### src/pkg/rcrs_map.vh
`ifndef RCRS_MAP_VH
`define RCRS_MAP_VH
// branch targets in the writable microstore
`define RCRS_CALL_PAGE 4'h1
`define RCRS_CALL_WORD 5'h01
`define RCRS_RET_PAGE 4'h1
`define RCRS_RET_WORD 5'h02
// page and state handed back to the central store
`define RCRS_ROM_PAGE 4'h0
`define RCRS_DECODE_STATE 8'h2D
// reset values
`define RCRS_SP_RESET 16'h0000
`define RCRS_LINK_RESET 16'h0000
`define RCRS_PC_RESET 16'h0000
// memory request codes
`define RCRS_REQ_NONE 2'h0
`define RCRS_REQ_IFETCH 2'h1
`define RCRS_REQ_OFETCH 2'h2
`define RCRS_REQ_OSTORE 2'h3
`endif

### src/core/rcrs_sequencer.v
// How it works
// - call saves the linkage register on the stack, then loads return address
// - return pops stack into linkage register, resumes at the held return address
// - call entered on branch_to_control_store to word 1 of microstore page 1
// - word after the calling instruction is the subroutine address
// - return entered on branch_to_control_store to word 2 of microstore page 1
// - push decrements stack pointer, then stores linkage at the new value
// - pop reads linkage at current stack pointer, then increments it
// - store holds data on ALU output, stalls until memory_done; memory time varies
// - saved return address is program counter plus one
// - call restarts pipeline by fetching at address held in memory_input_reg
// - last call step loads PC, fetches next word, page_jump to decode_state
// - first return step fetches at return address and restores the PC
// - second step fetches saved linkage; third increments SP and fetches at PC+1
// - last return step loads linkage from memory_input_reg, decode-jumps to page 0
// - first call step decrements SP, starts the linkage store, branches onward
`timescale 1ns/1ps
`include "rcrs_map.vh"
module rcrs_sequencer #(
  parameter WIDTH = 16
) (
  // clock and reset
  input wire clk_in,
  input wire resetn_in,
  // branch_to_control_store dispatch
  input wire bcs_valid_in,
  input wire [3:0] bcs_page_in,
  input wire [4:0] bcs_word_in,
  // processor state loaded at dispatch
  input wire [WIDTH-1:0] pc_in,
  input wire [WIDTH-1:0] stack_pointer_reg_in,
  input wire [WIDTH-1:0] linkage_reg_in,
  // memory subsystem
  input wire [WIDTH-1:0] memory_input_reg_in,
  input wire memory_done_in,
  output reg [1:0] mem_req_out,
  output reg [WIDTH-1:0] mem_addr_out,
  output reg [WIDTH-1:0] alu_out,
  // register results
  output reg [WIDTH-1:0] pc_out,
  output reg [WIDTH-1:0] stack_pointer_reg_out,
  output reg [WIDTH-1:0] linkage_reg_out,
  // control handback
  output reg busy_out,
  output reg page_jump_out,
  output reg [3:0] page_jump_page_out,
  output reg [7:0] page_jump_state_out,
  output reg decode_jump_out
);
  localparam S_IDLE = 3'd0;
  localparam S_CALL_WAIT = 3'd1;
  localparam S_CALL_LINK = 3'd2;
  localparam S_CALL_FETCH = 3'd3;
  localparam S_RET_FETCH = 3'd4;
  localparam S_RET_STEP3 = 3'd5;
  localparam S_RET_LOAD = 3'd6;

  reg [2:0] state;
  reg [2:0] next_state;
  wire mem_done;

  // memory completion is asynchronous to the microcycle
  rcrs_sync u_done_sync (
    .clk_in(clk_in),
    .resetn_in(resetn_in),
    .d_in(memory_done_in),
    .q_out(mem_done)
  );

  function is_target;
    input [3:0] page;
    input [4:0] word;
    input [3:0] want_page;
    input [4:0] want_word;
    begin
      is_target = (page == want_page) && (word == want_word);
    end
  endfunction

  wire hit_call = bcs_valid_in && is_target(bcs_page_in, bcs_word_in, `RCRS_CALL_PAGE, `RCRS_CALL_WORD);
  wire hit_ret = bcs_valid_in && is_target(bcs_page_in, bcs_word_in, `RCRS_RET_PAGE, `RCRS_RET_WORD);
  // one step up or down; truncation to WIDTH gives the modulo wrap
  function [WIDTH-1:0] step_one;
    input [WIDTH-1:0] value;
    input up;
    begin
      if (up) begin
        step_one = value + {{(WIDTH-1){1'b0}}, 1'b1};
      end else begin
        step_one = value - {{(WIDTH-1){1'b0}}, 1'b1};
      end
    end
  endfunction

  wire [WIDTH-1:0] sp_dec = step_one(stack_pointer_reg_in, 1'b0);
  wire [WIDTH-1:0] sp_inc = step_one(stack_pointer_reg_out, 1'b1);
  wire [WIDTH-1:0] pc_plus = step_one(pc_out, 1'b1);
  wire [WIDTH-1:0] mir_plus = step_one(memory_input_reg_in, 1'b1);

  // sequencing kept apart from the datapath so every stall reads in one place
  always @* begin
    next_state = state;
    case (state)
      S_IDLE: begin
        if (hit_call) begin
          next_state = S_CALL_WAIT;
        end else if (hit_ret) begin
          next_state = S_RET_FETCH;
        end
      end
      S_CALL_WAIT: begin
        if (mem_done) begin
          next_state = S_CALL_LINK;
        end
      end
      S_CALL_LINK: begin
        next_state = S_CALL_FETCH;
      end
      S_CALL_FETCH: begin
        next_state = S_IDLE;
      end
      S_RET_FETCH: begin
        next_state = S_RET_STEP3;
      end
      S_RET_STEP3: begin
        next_state = S_RET_LOAD;
      end
      S_RET_LOAD: begin
        // read data is only trusted once memory says it landed
        if (mem_done) begin
          next_state = S_IDLE;
        end
      end
      default: begin
        next_state = S_IDLE;
      end
    endcase
  end

  always @(posedge clk_in or negedge resetn_in) begin
    if (!resetn_in) begin
      state <= S_IDLE;
      mem_req_out <= `RCRS_REQ_NONE;
      mem_addr_out <= {WIDTH{1'b0}};
      alu_out <= {WIDTH{1'b0}};
      pc_out <= `RCRS_PC_RESET;
      stack_pointer_reg_out <= `RCRS_SP_RESET;
      linkage_reg_out <= `RCRS_LINK_RESET;
      busy_out <= 1'b0;
      page_jump_out <= 1'b0;
      page_jump_page_out <= `RCRS_ROM_PAGE;
      page_jump_state_out <= 8'h00;
      decode_jump_out <= 1'b0;
    end else begin
      state <= next_state;
      mem_req_out <= `RCRS_REQ_NONE;
      page_jump_out <= 1'b0;
      decode_jump_out <= 1'b0;
      case (state)
        S_IDLE: begin
          busy_out <= 1'b0;
          if (hit_call) begin
            // decrement first, then store at the result
            stack_pointer_reg_out <= sp_dec;
            mem_addr_out <= sp_dec;
            mem_req_out <= `RCRS_REQ_OSTORE;
            alu_out <= linkage_reg_in;
            linkage_reg_out <= linkage_reg_in;
            pc_out <= pc_in;
            busy_out <= 1'b1;
          end else if (hit_ret) begin
            // restart pipeline at return address held in linkage
            mem_addr_out <= linkage_reg_in;
            mem_req_out <= `RCRS_REQ_IFETCH;
            pc_out <= linkage_reg_in;
            linkage_reg_out <= linkage_reg_in;
            stack_pointer_reg_out <= stack_pointer_reg_in;
            busy_out <= 1'b1;
          end
        end
        S_CALL_WAIT: begin
          // data and address stay put until the write completes
          alu_out <= alu_out;
        end
        S_CALL_LINK: begin
          // pc points at the address word; it already sits in memory_input_reg
          linkage_reg_out <= pc_plus;
          alu_out <= pc_plus;
          mem_addr_out <= memory_input_reg_in;
          mem_req_out <= `RCRS_REQ_IFETCH;
        end
        S_CALL_FETCH: begin
          pc_out <= mir_plus;
          alu_out <= mir_plus;
          mem_addr_out <= mir_plus;
          mem_req_out <= `RCRS_REQ_IFETCH;
          page_jump_out <= 1'b1;
          page_jump_page_out <= `RCRS_ROM_PAGE;
          page_jump_state_out <= `RCRS_DECODE_STATE;
        end
        S_RET_FETCH: begin
          // read at current pointer before any increment
          mem_addr_out <= stack_pointer_reg_out;
          mem_req_out <= `RCRS_REQ_OFETCH;
        end
        S_RET_STEP3: begin
          stack_pointer_reg_out <= sp_inc;
          pc_out <= pc_plus;
          mem_addr_out <= pc_plus;
          mem_req_out <= `RCRS_REQ_IFETCH;
        end
        S_RET_LOAD: begin
          // operand fetch must have landed; wait on completion
          if (mem_done) begin
            linkage_reg_out <= memory_input_reg_in;
            alu_out <= memory_input_reg_in;
            decode_jump_out <= 1'b1;
            page_jump_out <= 1'b1;
            page_jump_page_out <= `RCRS_ROM_PAGE;
          end
        end
        default: begin
          // a stray code drops back to idle with the sequencer released
          busy_out <= 1'b0;
        end
      endcase
    end
  end
endmodule // rcrs_sequencer

### src/core/rcrs_sync.v
`timescale 1ns/1ps
// two-stage synchroniser for a level from outside the clock domain
module rcrs_sync (
  // clock and reset
  input wire clk_in,
  input wire resetn_in,
  // level
  input wire d_in,
  output reg q_out
);
  reg stage1;

  always @(posedge clk_in or negedge resetn_in) begin
    if (!resetn_in) begin
      stage1 <= 1'b0;
      q_out <= 1'b0;
    end else begin
      stage1 <= d_in;
      q_out <= stage1;
    end
  end
endmodule // rcrs_sync

### config.mk
export PLATFORM = sky130hd
export DESIGN_NAME = rcrs_sequencer
export DESIGN_NICKNAME = d
export VERILOG_FILES = /design/src/core/rcrs_sequencer.v /design/src/core/rcrs_sync.v
export VERILOG_INCLUDE_DIRS = /design/src /design/src/pkg
export SDC_FILE = /design/constraint.sdc
export NUM_CORES = 1
export LEC_CHECK = 0
export BUFFER_PORTS_ARGS = -buffer_cell sky130_fd_sc_hd__buf_2
export CORE_UTILIZATION = 54
export DETAILED_ROUTE_END_ITERATION = 6
export HOLD_SLACK_MARGIN = 0.03
export PLACE_DENSITY = 0.81
export SYNTH_ARGS = -nofsm -noshare
export SYNTH_HDL_FRONTEND = slang
export SYNTH_SLANG_ARGS = --single-unit
### constraint.sdc
create_clock -name clk_in -period 2.6 [get_ports clk_in]
set_input_delay 0.39 -clock clk_in [delete_from_list [all_inputs] [get_ports clk_in]]
set_output_delay 0.39 -clock clk_in [all_outputs]
set_load 0.02 [all_outputs]
==> impl_metrics.csv <==
group,metric,value,unit
timing,fin_worst_skew,0.0121,ns
critical_path,cp_max_fo,15,
yosys,synth.area.top_cells,"dfrtp_1, a21oi_1, nand2_1",
clocking,clockBufferDepth,2,
timing,fin_setup_tns,0,ns
clocking,cts.sinks,91,
yosys,synth_seq_area_share,34.1,%
floorplan,die_area,12800,sq um
placement,dp_hpwl,17500,microns
critical_path,end_kind,"flop",
yosys,synth_commonest_cells,"dfrtp_1, a21oi_1, nand2_1",
critical_path,slowest_stage,"dfrtp_1",
yosys,syn_avg_cell_area,8.26,sq um
finish,register_area,2280,sq um
pwr,switching_share,47.2,%
finish,drive_gt1_share,27.9,%
critical_path,required,2.86,ns
finish,fill_cells,988,
yosys,yosysTopAreaCellShare,34.1,%
pwr,power_frac_clock,16.8,%
clocking,cts_root_buffer,"clkbuf_16",
finish,fin_nets,1053,
critical_path,timing.critical_path.buf_inv,1,
detailed_routing,drtAntennaViolNets,0,
grt,grt.total_usage,36.4,%
pwr,combPwrFrac,55.3,%
timing,finalSetupViolCount,0,
finish,multi_input_area,4020,sq um
detailed_routing,drt-pass1-iter-count,7,
min_path,hold_end,"u_done_sync.stage1",
yosys,ys_types,81,
detailed_routing,drt-initial-drc-count,1064,
detailed_routing,vias_per_cell,6.46,
timing,fmax,417,MHz
placement,io_buffer_count,165,
detailed_routing,drc,2,
yosys,synth-edff-count,0,
floorplan,row_count,40,
grt,overflow,0,
timing,hold_viol_final,0,
floorplan,die_h,113,microns
pwr,p_per_area,1200,nW/um^2
pwr,p_leak,3.54,nW
critical_path,critical_path_arrival,2.66,ns
critical_path,max_stage_delay,0.63,ns
yosys,synth_area,6680,sq um
critical_path,cp_top_family,"simple AND/OR/NAND/NOR gates",
finish,instances_no_fill,1145,
grt,grt_pass1_vias,6675,
grt,grt_max_degree,39,
critical_path,reg2regPathDepth,6,
finish,antenna_cells,0,
pwr,switchingPower,4.65,mW
yosys,synth_seq_cells,91,
detailed_routing,wirelength,23200,microns
floorplan,core_region_area,12100,sq um
grt,grt_pass1_wl,35700,microns
timing,worst_slack,0.201,ns
floorplan,die_w,113,microns
timing,whs,0.138,ns
grt,grt_antenna_before_repair,0,
floorplan,ios,174,
run,cap_violations,0,
timing,worstMarginPinSlew,0.703,ns
critical_path,r2r_end,"stack_pointer_reg_out[11]",
clocking,numCtsBuffers,9,
pwr,p_int,5.20,mW
detailed_routing,vias,7392,
yosys,synth.most_common_cell,"dfrtp_1",
pwr,total_power,9.85,mW
detailed_routing,wl_per_cell,20.2,microns
critical_path,worstSetupPathType,"reg2reg",
placement,pre_cts_ws,0.215,ns
critical_path,rrSetupSlack,0.20,ns
min_path,hold_path.class,"in2reg",
min_path,hold_path_startpoint,"memory_done_in",
critical_path,r2r_start,"state[0]",
timing,rsz0062_at_grt,"no",
timing,max_slew_margin,53.1,%
timing,fin_crit,2.40,ns
status,violations,"DRC",
floorplan,start_util,55.4,%
timing,report.final.slew_viol_count,0,
pwr,ir_drop,0.000459,V
placement,placedCellCount,1128,
yosys,synthFlopType,"dfrtp_1",
critical_path,crit_path_cell_trace,"nor2_1 > a41oi_1 > buf_4 > nor2_2 > a211oi_1 > a311oi_1",
min_path,holdPathStages,1,
pwr,seqPwrFrac,27.9,%
yosys,ys_warn_count,0,
clocking,postCtsSetupRepairBufs,0,
clocking,cts_tree,"done",
yosys,netlist_instances,809,
critical_path,cp-start-kind,"flop",
clocking,clock_latency,0.36,ns
yosys,async_flop_share,100,%
timing,fin_crit_sh,92.3,%
placement,gp_congestion,1.04,
clocking,clkTransAtPathRegs,0.07,ns
status,outcome,"finished, violations left",
clocking,htreeDepth,3,
yosys,yosys.area.top_type,"dfrtp_1",
finish,syn2layout_area_growth,22.5,%
-- how the worst max path moves through the flow --
| stage | startpoint | to | slack [ns] | depth (start not counted) |
|---|---|---|---|---|
| 2_1_floorplan | bcs_page_in[3] | linkage_reg_out[0] | 0.41 | 6 |
| 3_3_place_gp | bcs_page_in[3] | stack_pointer_reg_out[14] | 0.26 | 7 |
| 3_5_place_dp | bcs_page_in[3] | linkage_reg_out[7] | 0.21 | 8 |
| 4_1_cts | state[2] | alu_out[3] | 0.11 | 5 |
| 5_1_grt | state[1] | pc_out[14] | 0.11 | 6 |
| 6_report | state[0] | stack_pointer_reg_out[11] | 0.20 | 6 |
-- kinds of logic (layout without fill, tap and decap cells) --
kind of cell / count (synthesis) / in the layout / synth area share (%)
and+or+nand+nor: 299 / 299 / 23.4
AOI/OAI and AO/OA: 264 / 264 / 26.8
DFF: 91 / 91 / 34.1
buffers and inverters: 86 / 247 / 6.12
xor gates and xnor gates: 46 / 46 / 6.03
muxes: 18 / 18 / 2.81
adders and majority gates: 4 / 4 / 0.749
other: 1 / 8 / 0.0561
-- layer usage --
| layer | vias up | global-route usage [%] | share of wire (%) |
|---|---|---|---|
| met1 | 3462 | 49.0 | 40 |
| met3 | 78 | 6.37 | 11 |
| met2 | 526 | 57.2 | 44 |
| li1 | 3326 | - | - |
| met5 | - | 0 | 0 |
| met4 | 0 | 17.2 | 4.1 |
-- repair_timing --
item                       4_1_cts  5_1_grt
hold buffers                     1        0
gates resized for setup          0        1
hold endpoints to repair        33        0
setup endpoints to repair        0        1
-- stage by stage --
step | area (sq um) | utilization, %
4_1_cts | 8180 | 67.8
3_3_place_gp | 7800 | 64.6
3_5_place_dp | 7800 | 64.6
5_1_grt | 8190 | 67.9
2_1_floorplan | 6710 | -
6_report | 8190 | 67.9
-- power by group through the flow --
stage               Sequential, mW  Clock [mW]  Combinational [mW]
floorplan                     3.27           0                2.97
global placement              2.73           0                5.22
detailed placement            2.75           0                5.30
CTS                           2.72        1.66                5.35
global route                  2.81        1.72                5.85
finish                        2.75        1.66                5.45
-- registers in the layout (all words and copies together) (netlist names) --
register	count
page_jump_state_out	1
stack_pointer_reg_out	16
alu_out	16
busy_out	1
page_jump_out	1
pc_out	16
mem_addr_out	16
u_done_sync.q_out	1
decode_jump_out	1
u_done_sync.stage1	1
mem_req_out	2
linkage_reg_out	16
state	3
-- cell usage in the layout, fill, tap and decap left out, types with 19 or more instances in the layout --
cell type,synthesis,routed
buf_2,9,164
dfrtp_1,91,91
a21oi_1,73,73
nand2_1,71,71
nor2_1,64,64
buf_4,16,49
o21ai_0,40,40
nand3_1,31,31
xnor2_1,23,23
xor2_1,23,23
nor3_1,20,20
a31oi_1,20,20
nor4_1,19,19
-- area by class of cell --
type | instances | share of cell area (%)
sequential | 91 | 27.8
clock inverter | 6 | 1.67
inverter | 15 | 0.734
clock buffer | 10 | 2.92
timing repair buffer | 216 | 15.1
multi-input combinational | 639 | 49.2
tap | 168 | 2.57
Note: power is estimated with default switching activity, not from simulation.
